==> src/design/etp_pkg.sv <==
package etp_pkg;

    // Register indices; byte address is four times the index
    localparam int ADDR_W = 12;
    localparam logic [ADDR_W-1:0] IDX_TIMER_COUNT = 12'h001;
    localparam logic [ADDR_W-1:0] IDX_INTERRUPT_CONTROL = 12'h00B;
    localparam logic [ADDR_W-1:0] IDX_OPTION_CONTROL = 12'h081;
    localparam logic [ADDR_W-1:0] IDX_IRQ_STATUS = 12'h090;
    localparam logic [ADDR_W-1:0] IDX_IRQ_CLEAR = 12'h091;
    localparam logic [ADDR_W-1:0] IDX_IRQ_ENABLE = 12'h092;
    localparam logic [ADDR_W-1:0] IDX_WDT_CONTROL = 12'h093;
    localparam logic [ADDR_W-1:0] IDX_WDT_COUNT = 12'h094;

    localparam logic [ADDR_W-1:0] ADDR_TIMER_COUNT = ADDR_W'(IDX_TIMER_COUNT << 2);
    localparam logic [ADDR_W-1:0] ADDR_INTERRUPT_CONTROL = ADDR_W'(IDX_INTERRUPT_CONTROL << 2);
    localparam logic [ADDR_W-1:0] ADDR_OPTION_CONTROL = ADDR_W'(IDX_OPTION_CONTROL << 2);
    localparam logic [ADDR_W-1:0] ADDR_IRQ_STATUS = ADDR_W'(IDX_IRQ_STATUS << 2);
    localparam logic [ADDR_W-1:0] ADDR_IRQ_CLEAR = ADDR_W'(IDX_IRQ_CLEAR << 2);
    localparam logic [ADDR_W-1:0] ADDR_IRQ_ENABLE = ADDR_W'(IDX_IRQ_ENABLE << 2);
    localparam logic [ADDR_W-1:0] ADDR_WDT_CONTROL = ADDR_W'(IDX_WDT_CONTROL << 2);
    localparam logic [ADDR_W-1:0] ADDR_WDT_COUNT = ADDR_W'(IDX_WDT_COUNT << 2);

    // Field positions
    localparam int ICTL_GLOBAL_EN = 7;
    localparam int ICTL_PERIPH_EN = 6;
    localparam int ICTL_TIMER_EN = 5;
    localparam int ICTL_TIMER_FLAG = 2;
    localparam int IRQ_TIMER = 0;
    localparam int IRQ_WDT = 1;
    localparam int IRQ_W = 2;
    localparam int WCTL_ENABLE = 0;
    localparam int WCTL_CLEAR = 1;

    // Reset values
    localparam logic [7:0] TIMER_COUNT_RST = 8'h00;
    localparam logic [7:0] INTERRUPT_CONTROL_RST = 8'h00;
    localparam logic [7:0] OPTION_CONTROL_RST = 8'hFF;
    localparam logic [IRQ_W-1:0] IRQ_ENABLE_RST = 2'h0;

    // Bus answers
    localparam logic [1:0] RESP_OKAY = 2'h0;
    localparam logic [1:0] RESP_SLVERR = 2'h2;

    // Timing counts in core clock cycles; watchdog width in bits
    localparam int INSTR_DIV_DEF = 4;
    localparam int WDT_BASE_DIV_DEF = 64;
    localparam int WDT_BITS_DEF = 8;

    typedef struct packed {
        logic pullupDisable;
        logic intEdge;
        logic countSourceSelect;
        logic countEdgeSelect;
        logic prescalerAssign;
        logic [2:0] prescaleRate;
    } etp_option_t;

endpackage : etp_pkg

==> src/design/etp_sync_edge.sv <==
`timescale 1ns/1ps

// Two-flop synchroniser with edge pulses
module etp_sync_edge import etp_pkg::*; (
    // Clock and reset
    input wire logic core_clk,
    input wire logic reset,
    // Asynchronous pin
    input wire logic pinIn,
    // Edge pulses
    output logic rise,
    output logic fall
);

    typedef struct packed {
        logic s1;
        logic s2;
        logic s3;
    } etp_sync_t;

    etp_sync_t st_ff;
    etp_sync_t nxt_st;

    always_comb begin
        nxt_st.s1 = pinIn;
        nxt_st.s2 = st_ff.s1;
        nxt_st.s3 = st_ff.s2;
    end

    always_ff @(posedge core_clk) begin
        if (reset) begin
            st_ff <= '0;
        end else begin
            st_ff <= nxt_st;
        end
    end

    assign rise = st_ff.s2 & ~st_ff.s3;
    assign fall = ~st_ff.s2 & st_ff.s3;

endmodule : etp_sync_edge

==> src/design/etp_prescaler.sv <==
`timescale 1ns/1ps

// Ripple-free prescaler: passes one tick out of 2**shift
module etp_prescaler import etp_pkg::*; #(
    parameter int CNT_W = 8
) (
    // Clock and reset
    input wire logic core_clk,
    input wire logic reset,
    // Control
    input wire logic tickIn,
    input wire logic clear,
    input wire logic [3:0] shift,
    // Output
    output logic tickOut
);

    typedef struct packed {
        logic [CNT_W-1:0] cnt;
    } etp_presc_t;

    etp_presc_t st_ff;
    etp_presc_t nxt_st;
    logic [CNT_W:0] fullMask;
    logic [CNT_W-1:0] mask;

    always_comb begin
        fullMask = (CNT_W+1)'(({{CNT_W{1'b0}}, 1'b1} << shift) - 1'b1);
        mask = fullMask[CNT_W-1:0];
        tickOut = tickIn & ~clear & ((st_ff.cnt & mask) == mask);
        nxt_st = st_ff;
        if (clear) begin
            nxt_st.cnt = '0;
        end else if (tickIn) begin
            nxt_st.cnt = st_ff.cnt + 1'b1;
        end
    end

    always_ff @(posedge core_clk) begin
        if (reset) begin
            st_ff <= '0;
        end else begin
            st_ff <= nxt_st;
        end
    end

endmodule : etp_prescaler

==> src/design/etp_timer.sv <==
// Operation
// - Edge select 0: count external rising edges
// - Assign bit 1: prescaler feeds watchdog
// - Assign bit 0: prescaler before timer
// - Timer ratio two to rate plus one
// - Watchdog clear clears watchdog and prescaler
//
// Added by the designer: register access over AXI4-Lite.
`timescale 1ns/1ps

module etp_timer import etp_pkg::*; #(
    parameter int INSTR_DIV = INSTR_DIV_DEF,
    parameter int WDT_BASE_DIV = WDT_BASE_DIV_DEF,
    parameter int WDT_BITS = WDT_BITS_DEF
) (
    // Clock and reset
    input wire logic core_clk,
    input wire logic reset,
    // AXI4-Lite write address and data
    input wire logic s_axi_awvalid,
    output logic s_axi_awready,
    input wire logic [ADDR_W-1:0] s_axi_awaddr,
    input wire logic s_axi_wvalid,
    output logic s_axi_wready,
    input wire logic [31:0] s_axi_wdata,
    input wire logic [3:0] s_axi_wstrb,
    // AXI4-Lite write response
    output logic s_axi_bvalid,
    input wire logic s_axi_bready,
    output logic [1:0] s_axi_bresp,
    // AXI4-Lite read
    input wire logic s_axi_arvalid,
    output logic s_axi_arready,
    input wire logic [ADDR_W-1:0] s_axi_araddr,
    output logic s_axi_rvalid,
    input wire logic s_axi_rready,
    output logic [31:0] s_axi_rdata,
    output logic [1:0] s_axi_rresp,
    // External count input
    input wire logic externalCountPin,
    // Interrupts and watchdog
    output logic irq,
    output logic timerIrq,
    output logic watchdogReset
);

    typedef struct packed {
        logic awReady;
        logic wReady;
        logic bValid;
        logic [1:0] bResp;
        logic [ADDR_W-1:0] awAddr;
        logic [7:0] wData;
        logic wLane0;
        logic arReady;
        logic rValid;
        logic [1:0] rResp;
        logic [7:0] rData;
        logic [7:0] timerCount;
        logic [7:0] intCtl;
        etp_option_t option;
        logic [IRQ_W-1:0] irqStatus;
        logic [IRQ_W-1:0] irqEnable;
        logic wdtEnable;
        logic [WDT_BITS-1:0] wdtCount;
        logic [15:0] instrCnt;
        logic [15:0] wdtBaseCnt;
        logic irq;
        logic timerIrq;
        logic wdtReset;
    } etp_state_t;

    etp_state_t st_ff;
    etp_state_t nxt_st;

    logic extRise;
    logic extFall;
    logic instrTick;
    logic wdtBaseTick;
    logic srcTick;
    logic prescIn;
    logic prescOut;
    logic prescClear;
    logic [3:0] prescShift;
    logic timerTick;
    logic wdtTick;
    logic doWrite;
    logic wrEn;
    logic wrTimer;
    logic wrIntCtl;
    logic wrOption;
    logic wrIrqClear;
    logic wrIrqEnable;
    logic wrWdtCtl;
    logic wdtClear;
    logic wrHit;
    logic timerOverflow;
    logic wdtTimeout;
    logic [IRQ_W-1:0] irqEvents;
    logic [IRQ_W-1:0] irqClearBits;
    logic rdHit;
    logic [7:0] rdValue;

    etp_sync_edge u_sync (
        .core_clk(core_clk),
        .reset(reset),
        .pinIn(externalCountPin),
        .rise(extRise),
        .fall(extFall)
    );

    etp_prescaler #(
        .CNT_W(8)
    ) u_presc (
        .core_clk(core_clk),
        .reset(reset),
        .tickIn(prescIn),
        .clear(prescClear),
        .shift(prescShift),
        .tickOut(prescOut)
    );

    always_comb begin
        nxt_st = st_ff;

        // Base ticks
        instrTick = (st_ff.instrCnt == 16'(INSTR_DIV - 1));
        wdtBaseTick = (st_ff.wdtBaseCnt == 16'(WDT_BASE_DIV - 1));
        nxt_st.instrCnt = instrTick ? 16'h0000 : st_ff.instrCnt + 16'h0001;
        nxt_st.wdtBaseCnt = wdtBaseTick ? 16'h0000 : st_ff.wdtBaseCnt + 16'h0001;

        // Count source and edge
        // Pin edges arrive two cycles after the pin moves
        if (st_ff.option.countSourceSelect) begin
            srcTick = st_ff.option.countEdgeSelect ? extFall : extRise;
        end else begin
            srcTick = instrTick;
        end

        // Prescaler routing
        // Reassignment keeps the count; software clears it first
        if (st_ff.option.prescalerAssign) begin
            prescIn = wdtBaseTick;
            prescShift = {1'b0, st_ff.option.prescaleRate};
            timerTick = srcTick;
            wdtTick = prescOut;
        end else begin
            prescIn = srcTick;
            prescShift = {1'b0, st_ff.option.prescaleRate} + 4'h1;
            timerTick = prescOut;
            wdtTick = wdtBaseTick;
        end

        // Write decode
        // The write lands the cycle after both channels are in
        doWrite = ~st_ff.awReady & ~st_ff.wReady & ~st_ff.bValid;
        wrEn = doWrite & st_ff.wLane0;
        wrTimer = wrEn & (st_ff.awAddr == ADDR_TIMER_COUNT);
        wrIntCtl = wrEn & (st_ff.awAddr == ADDR_INTERRUPT_CONTROL);
        wrOption = wrEn & (st_ff.awAddr == ADDR_OPTION_CONTROL);
        wrIrqClear = wrEn & (st_ff.awAddr == ADDR_IRQ_CLEAR);
        wrIrqEnable = wrEn & (st_ff.awAddr == ADDR_IRQ_ENABLE);
        wrWdtCtl = wrEn & (st_ff.awAddr == ADDR_WDT_CONTROL);
        wdtClear = wrWdtCtl & st_ff.wData[WCTL_CLEAR];
        wrHit = (st_ff.awAddr == ADDR_TIMER_COUNT)
            | (st_ff.awAddr == ADDR_INTERRUPT_CONTROL)
            | (st_ff.awAddr == ADDR_OPTION_CONTROL)
            | (st_ff.awAddr == ADDR_IRQ_STATUS)
            | (st_ff.awAddr == ADDR_IRQ_CLEAR)
            | (st_ff.awAddr == ADDR_IRQ_ENABLE)
            | (st_ff.awAddr == ADDR_WDT_CONTROL)
            | (st_ff.awAddr == ADDR_WDT_COUNT);

        // Timer writes also restart a timer-side prescaler
        prescClear = wdtClear | (wrTimer & ~st_ff.option.prescalerAssign);

        // Eight-bit counter
        timerOverflow = timerTick & ~wrTimer & (st_ff.timerCount == 8'hFF);
        if (wrTimer) begin
            nxt_st.timerCount = st_ff.wData;
        end else if (timerTick) begin
            nxt_st.timerCount = st_ff.timerCount + 8'h01;
        end

        // Watchdog
        // A clear in the timeout cycle wins
        wdtTimeout = st_ff.wdtEnable & wdtTick & ~wdtClear & (&st_ff.wdtCount);
        if (wdtClear) begin
            nxt_st.wdtCount = '0;
        end else if (st_ff.wdtEnable & wdtTick) begin
            nxt_st.wdtCount = st_ff.wdtCount + 1'b1;
        end
        if (wrWdtCtl) begin
            nxt_st.wdtEnable = st_ff.wData[WCTL_ENABLE];
        end
        nxt_st.wdtReset = wdtTimeout;

        // Control registers
        // Hardware setting the flag wins over a software clear
        if (wrOption) begin
            nxt_st.option = st_ff.wData;
        end
        if (wrIntCtl) begin
            nxt_st.intCtl = st_ff.wData;
        end
        if (timerOverflow) begin
            nxt_st.intCtl[ICTL_TIMER_FLAG] = 1'b1;
        end
        // Next state so the level moves on the same edge as the flag
        nxt_st.timerIrq = nxt_st.intCtl[ICTL_GLOBAL_EN] & nxt_st.intCtl[ICTL_TIMER_EN]
            & nxt_st.intCtl[ICTL_TIMER_FLAG];

        // Sticky status, set wins over clear
        irqEvents = '0;
        irqEvents[IRQ_TIMER] = timerOverflow;
        irqEvents[IRQ_WDT] = wdtTimeout;
        irqClearBits = wrIrqClear ? st_ff.wData[IRQ_W-1:0] : '0;
        nxt_st.irqStatus = (st_ff.irqStatus & ~irqClearBits) | irqEvents;
        if (wrIrqEnable) begin
            nxt_st.irqEnable = st_ff.wData[IRQ_W-1:0];
        end
        nxt_st.irq = |(nxt_st.irqStatus & nxt_st.irqEnable);

        // Write channels
        if (st_ff.awReady & s_axi_awvalid) begin
            nxt_st.awReady = 1'b0;
            nxt_st.awAddr = {s_axi_awaddr[ADDR_W-1:2], 2'b00};
        end
        if (st_ff.wReady & s_axi_wvalid) begin
            nxt_st.wReady = 1'b0;
            nxt_st.wData = s_axi_wdata[7:0];
            nxt_st.wLane0 = s_axi_wstrb[0];
        end
        if (doWrite) begin
            nxt_st.bValid = 1'b1;
            nxt_st.bResp = wrHit ? RESP_OKAY : RESP_SLVERR;
        end
        if (st_ff.bValid & s_axi_bready) begin
            nxt_st.bValid = 1'b0;
            nxt_st.awReady = 1'b1;
            nxt_st.wReady = 1'b1;
        end

        // Read channel
        // Data is captured at the edge that takes the address
        rdHit = 1'b1;
        unique case ({s_axi_araddr[ADDR_W-1:2], 2'b00})
            ADDR_TIMER_COUNT: rdValue = st_ff.timerCount;
            ADDR_INTERRUPT_CONTROL: rdValue = st_ff.intCtl;
            ADDR_OPTION_CONTROL: rdValue = st_ff.option;
            ADDR_IRQ_STATUS: rdValue = 8'(st_ff.irqStatus);
            ADDR_IRQ_CLEAR: rdValue = 8'h00;
            ADDR_IRQ_ENABLE: rdValue = 8'(st_ff.irqEnable);
            ADDR_WDT_CONTROL: rdValue = {7'h00, st_ff.wdtEnable};
            ADDR_WDT_COUNT: rdValue = 8'(st_ff.wdtCount);
            default: begin
                rdValue = 8'h00;
                rdHit = 1'b0;
            end
        endcase
        if (st_ff.arReady & s_axi_arvalid) begin
            nxt_st.arReady = 1'b0;
            nxt_st.rValid = 1'b1;
            nxt_st.rData = rdValue;
            nxt_st.rResp = rdHit ? RESP_OKAY : RESP_SLVERR;
        end
        if (st_ff.rValid & s_axi_rready) begin
            nxt_st.rValid = 1'b0;
            nxt_st.arReady = 1'b1;
        end
    end

    always_ff @(posedge core_clk) begin
        if (reset) begin
            st_ff <= '0;
            st_ff.awReady <= 1'b1;
            st_ff.wReady <= 1'b1;
            st_ff.arReady <= 1'b1;
            st_ff.timerCount <= TIMER_COUNT_RST;
            st_ff.intCtl <= INTERRUPT_CONTROL_RST;
            st_ff.option <= OPTION_CONTROL_RST;
            st_ff.irqEnable <= IRQ_ENABLE_RST;
        end else begin
            st_ff <= nxt_st;
        end
    end

    assign s_axi_awready = st_ff.awReady;
    assign s_axi_wready = st_ff.wReady;
    assign s_axi_bvalid = st_ff.bValid;
    assign s_axi_bresp = st_ff.bResp;
    assign s_axi_arready = st_ff.arReady;
    assign s_axi_rvalid = st_ff.rValid;
    assign s_axi_rdata = {24'h00_0000, st_ff.rData};
    assign s_axi_rresp = st_ff.rResp;
    assign irq = st_ff.irq;
    assign timerIrq = st_ff.timerIrq;
    assign watchdogReset = st_ff.wdtReset;

endmodule : etp_timer

==> config.mk <==
export PLATFORM = sky130hd
export DESIGN_NAME = etp_timer
export DESIGN_NICKNAME = d
export VERILOG_FILES = /design/src/design/etp_pkg.sv /design/src/design/etp_sync_edge.sv /design/src/design/etp_prescaler.sv /design/src/design/etp_timer.sv
export SDC_FILE = /design/constraint.sdc
export NUM_CORES = 1
export LEC_CHECK = 0
export ABC_CLOCK_PERIOD_IN_PS = 4050
export BUFFER_PORTS_ARGS = -buffer_cell sky130_fd_sc_hd__buf_2
export CAP_MARGIN = 20
export CORE_UTILIZATION = 50
export CTS_BUF_LIST = sky130_fd_sc_hd__clkbuf_16
export DETAILED_ROUTE_END_ITERATION = 16
export PLACE_DENSITY_LB_ADDON = 0.1
export SLEW_MARGIN = 5
export SYNTH_ARGS = -nofsm -noshare
export SYNTH_HDL_FRONTEND = slang
export SYNTH_SLANG_ARGS = --single-unit
export TNS_END_PERCENT = 1
==> constraint.sdc <==
create_clock -name core_clk -period 4.05 [get_ports core_clk]
set_clock_uncertainty 0.1 [all_clocks]
set_input_delay 1.0125 -clock core_clk [delete_from_list [all_inputs] [get_ports core_clk]]
set_output_delay 1.0125 -clock core_clk [all_outputs]
set_load 0.05 [all_outputs]
After elaboration in Yosys (flattened, before gate mapping):

Index checks and enable logic that the tools add are counted.

* add/sub/neg operators: 7
* $mul: 0
* div/mod/pow operators: 0
* magnitude comparators: 0
* equality and inequality tests: 20
* shifts and indexed selects: 1
* multiplexer cells: 16
* bitwise gates (word level): 49
* reduce and logical (&&, ||, !) cells: 10

Operators with widths (number)
* 10-bit by 8-bit == test with 1-bit output, second input constant: 12
* 8-bit one-hot mux with 7 select lines: 1
* 16-bit by 1-bit adder with 16-bit output, second input constant: 2
* 1-bit AND: 27
* 8-bit by 1-bit adder with 8-bit output, second input constant: 3
* 8-bit two-way mux: 3
* 10-bit by 1-bit == test with 1-bit output, second input constant: 2
* 10-bit by 4-bit == test with 1-bit output, second input constant: 2
* 16-bit by 2-bit == test with 1-bit output, second input constant: 1
* 16-bit by 6-bit == test with 1-bit output, second input constant: 1
* 2-bit OR reduction: 7
* 1-bit NOT: 9
* 8-bit AND: 1
* 8-bit == test: 1
* 8-bit == test, second input constant: 1
* 2-bit two-way mux: 4
* 1-bit bitwise OR: 8
* 8-bit AND reduction: 1
* 8-bit OR reduction: 1
* 1-bit by 4-bit << shifter with 8-bit output, first input constant: 1
* 8-bit by 1-bit subtractor with 8-bit output, second input constant: 1
* 1-bit two-way mux: 7
* 3-bit by 1-bit adder with 4-bit output, second input constant: 1
* 2-bit AND: 2
* 4 further kinds: 4

* flip-flop bits (word level): 119
* latch bits: 0
* RAM bits: 0
* bits in read-only memories: 0
* input port bits: 68
* output and inout bits: 44
* word-level logic and storage cells: 136
* memories kept: 0

Logic depth before layout (Yosys ltp):

* depth after elaboration: 17
* gate-level depth with buffers: 15
* depth with buffers taken out: 13

Cells and area by module:

Synthesis repeated with hierarchy kept, for this count alone.

* cell total of the unflattened synthesis: 678
* area, all modules: 5758.0 um^2

Modules (own cells, without submodules)
* etp_timer: instances 1, cells an instance 608, area an instance 5152.4 um^2, seq. area each 2122.0 um^2
* etp_prescaler: instances 1, cells an instance 62, area an instance 514.2 um^2, seq. area each 160.2 um^2
* etp_sync_edge: instances 1, cells an instance 8, area an instance 91.3 um^2, seq. area each 60.1 um^2

Worst setup path after synthesis:

No wires, ideal clock.

* path type: register to register
* start: register st_ff[48] (netlist name)
* end: register st_ff[71] (netlist name)
* library setup time: 0.091 ns
* data arrival time: 3.810 ns
* required time: 3.859 ns
* setup slack: 0.049 ns
* stages on the path, launching flop included: 14
* path buffers: 0
* clock period less this slack: 4.001 ns
* cells stage by stage: dfxtp_1 > ha_1 > or4b_4 > a21oi_2 > nor2_1 > ha_1 > inv_1 > o31a_1 > o221ai_1 > or4_4 > or3b_1 > o31a_1 > or4_1 > a311oi_1

* longest elaborated chain between the ends: 9

RTL lines
* start, declared: RTL line etp_timer.sv:73 `etp_state_t st_ff;`
* start signal, assigned: RTL line etp_timer.sv:284 `st_ff <= nxt_st;`
* 3-bit by 1-bit adder with 4-bit output: RTL line etp_timer.sv:149 `prescShift = {1'b0, st_ff.option.prescaleRate} + 4'h1;`
* 4-bit two-way mux (*): RTL line etp_timer.sv:142 `if (st_ff.option.prescalerAssign) begin`
* 1-bit by 4-bit << shifter with 8-bit output (*): RTL line etp_prescaler.sv:28 `fullMask = (CNT_W+1)'(({{CNT_W{1'b0}}, 1'b1} << shift) - 1'b1);`
* 8-bit by 1-bit subtractor with 8-bit output (*): RTL line etp_prescaler.sv:28
* 8-bit AND: RTL line etp_prescaler.sv:30 `tickOut = tickIn & ~clear & ((st_ff.cnt & mask) == mask);`
* 8-bit == test (*): RTL line etp_prescaler.sv:30
* 1-bit AND (*): RTL line etp_prescaler.sv:30
* 1-bit two-way mux (*): RTL line etp_timer.sv:142
* 2-bit nonzero test (no source line) (*)

Every way passes the cells marked *; elsewhere a longest branch is shown, timed or not.
A chain may end at the register's enable or synchronous reset.

Final worst setup path:

* start: register st_ff[48] (netlist name)
* end: register st_ff[69] (netlist name)

Same word-level chain as after synthesis.

==> metrics <==
setup_tns 0 ns; CP Cell Sequence ha_4, or4b_4, a21oi_2, nor2_1, ha_2, inv_2, o31a_1, o221ai_2, or4_4, or3b_1, o31a_1, buf_6, or3_1, a311oi_1; Worst VDD drop 0.271 mV; die area 0.0120 sq mm; max-slew violation count 0; total power 2.88 mW; Crit path max-delay family simple AND/OR/NAND/NOR gates; DP HPWL 9130 um; Yosys reg bits 117; Max-cap violations 0; startpoint types register; Hold WC Path Type register to register; Vias/cell 5.51; initial antenna violation count 0; CTS sink cnt 117; CTS H-tree depth 4; Yosys top cell by area dfxtp_1; layout cells sized above 1 0.162; Crit path arrival time 4.20 ns; Reg clk slew, reported paths 0.05 ns; Final Util 0.610; num rows 38; Most used DFF post-synth dfxtp_1; top cell type's share of synthesized area 0.406; CP Max Fanout 5; Setup crit end kind register; final wirelength 13,000 um; EDFF count, synth 0; area growth from synthesis to layout 16.6%; Die Y 109 um; grt ovf 0; slowest cell delay on critical path 0.53 ns; CP max stage cell or4_4; final setup fails 0; Max clock buf depth 2; top cells by count, synth dfxtp_1, nand2_1, nor2_1; status finished clean; initial drt markers 290; Syn Std Cell Area 0.00577 sq mm; Seq/Total Area, Yosys 0.406; # hold bufs at CTS 0; post-DR wirelength/cell 14.3 um; final-stage net count 829; ant diodes 0; DRC viols 0; Leak Pwr 2.70 nW; Slew @ Worst Pin 0.938 ns; CP Class register to register; Num CTS Buffers 17; clock tree root driver cell clkbuf_16; top-count cell post-synth dfxtp_1; Core ar. 0.0110 sq mm; worst endpoint required time 4.26 ns; mean area per synthesized cell 8.26 sq um; vias in the first global route 4,594; Die Wd 109 um; Synthesis Warnings 0; DR vias 5,001; Port-buffer cells 54; Mapped Cells 699; filler cell count 990; TritonRoute pass-1 iters 5; Total GRT Usage 0.231; crit-path most repeated cell o31a_1; first-pass GRT wire length 21,400 um; share of flip-flops with an asynchronous set or reset 0; initial core utilization 0.523; final hold slack 0.335 ns; top cells by area, synth dfxtp_1, nand2_1, nor2_1; Buf/Inv on CP 2; RSZ-0062 raised after global routing true; crit path time final 3.99 ns; Max-Slew Margin vs Limit 0.369; CTS tree done; largest net degree at the start of global routing 47; PwrDens 428 mW/mm^2; Detail Route Antenna Nets 0; maximum clock rate 251 MHz; worst skew pair latency 0.41 ns; Placer Congestion 0.868; post-synth cell types 59; # IOs 112; final hold vios 0; period utilisation layout 0.985
[final timing paths]
path | startpoint | end | slack, ns | cells past startpoint
hold reg to reg | u_sync.nxt_st[1] | u_sync.nxt_st[0] | 0.33 | 1
setup / recovery | st_ff[48] | st_ff[69] | 0.06 | 14
hold / removal | u_sync.nxt_st[1] | u_sync.nxt_st[0] | 0.33 | 1
setup reg to reg | st_ff[48] | st_ff[69] | 0.06 | 14
[cell families (layout without fill, tap and decap cells)]
| kind of cell | count (synthesis) | after routing | share of synthesized area |
|---|---|---|---|
| AND/OR/NAND/NOR | 316 | 316 | 0.268 |
| flip-flops | 117 | 117 | 0.406 |
| AO/OA/AOI/OAI | 116 | 116 | 0.133 |
| buffers and inverters | 80 | 123 | 0.0763 |
| XOR/XNOR | 31 | 31 | 0.0470 |
| multiplexers | 31 | 31 | 0.0540 |
| adder cells (fa/ha/maj) | 7 | 7 | 0.0152 |
| other | 1 | 26 | 0.000650 |
[worst reg2reg max path, delay by kind of cell (launching register included)]
| family | cells | cell delay, ns |
|---|---|---|
| AO/OA/AOI/OAI | 5 | 0.99 |
| adder cells (fa/ha/maj) | 2 | 0.44 |
| buffers and inverters | 2 | 0.22 |
| flip-flops | 1 | 0.33 |
| AND/OR/NAND/NOR | 5 | 1.82 |
[layout make-up]
cell class                 count  area, sq um  share of cell area
tap                          140          175              0.0260
timing repair buffer          77          444              0.0660
multi-input combinational    527         3140               0.467
clock buffer                  17          425              0.0632
clock inverter                15          146              0.0217
inverter                      14         52.6             0.00781
sequential                   117         2340               0.348
[flip-flops by register name, summed over array words and instances, names as in the netlist, 2 cells and up]
| name | cells |
|---|---|
| u_sync.nxt_st | 2 |
| u_presc.st_ff | 8 |
| st_ff | 88 |
| s_axi_rdata | 8 |
[layout by cell type (no fill, tap or decap), types with 4 or more instances in the layout]
master / n
a211oi_1: 4
a21oi_1: 36
a22oi_1: 16
a311oi_1: 12
and2_1: 4
and3_1: 12
buf_2: 55
buf_4: 21
clkbuf_16: 17
clkinv_1: 5
conb_1: 26
dfxtp_1: 115
ha_1: 5
inv_1: 15
mux2i_1: 30
nand2_1: 86
nand2b_1: 5
nand3_1: 31
nand4_1: 11
nand4b_1: 4
nor2_1: 84
nor2b_1: 9
nor3_1: 17
nor3b_1: 4
nor4_1: 7
o21ai_0: 21
or2_2: 5
or3_1: 20
xnor2_1: 12
xor2_1: 19
[routing by layer]
layer,GRT usage,vias to the layer above,routed length (um)
met5,0,-,0
met4,0.0990,0,205
met3,0.0433,18,579
met2,0.371,130,6000
met1,0.304,2326,6190
li1,-,2527,-
[metrics by stage]
stage | std cells | area (sq um) | setup WS (ns)
CTS | 906 | 6670 | -0.00474
global placement | 873 | 6080 | 0.0118
detailed placement | 873 | 6080 | -0.0378
finish | 907 | 6730 | 0.0620
floorplan | 724 | 5870 | 0.0487
global route | 907 | 6730 | -0.0387
[what timing repair did]
action,CTS,global route
resized for setup,3,10
endpoints found under the setup margin,6,13
gates cloned,1,0
pin swaps,12,9
buffers inserted,0,1
[where the power goes]
group | switching (mW) | leakage, nW | internal (mW)
clock network | 0.505 | 0.282 | 0.945
logic | 0.162 | 1.47 | 0.0567
registers | 0.0292 | 0.949 | 1.18
Note: power is estimated with default switching activity, not from simulation.
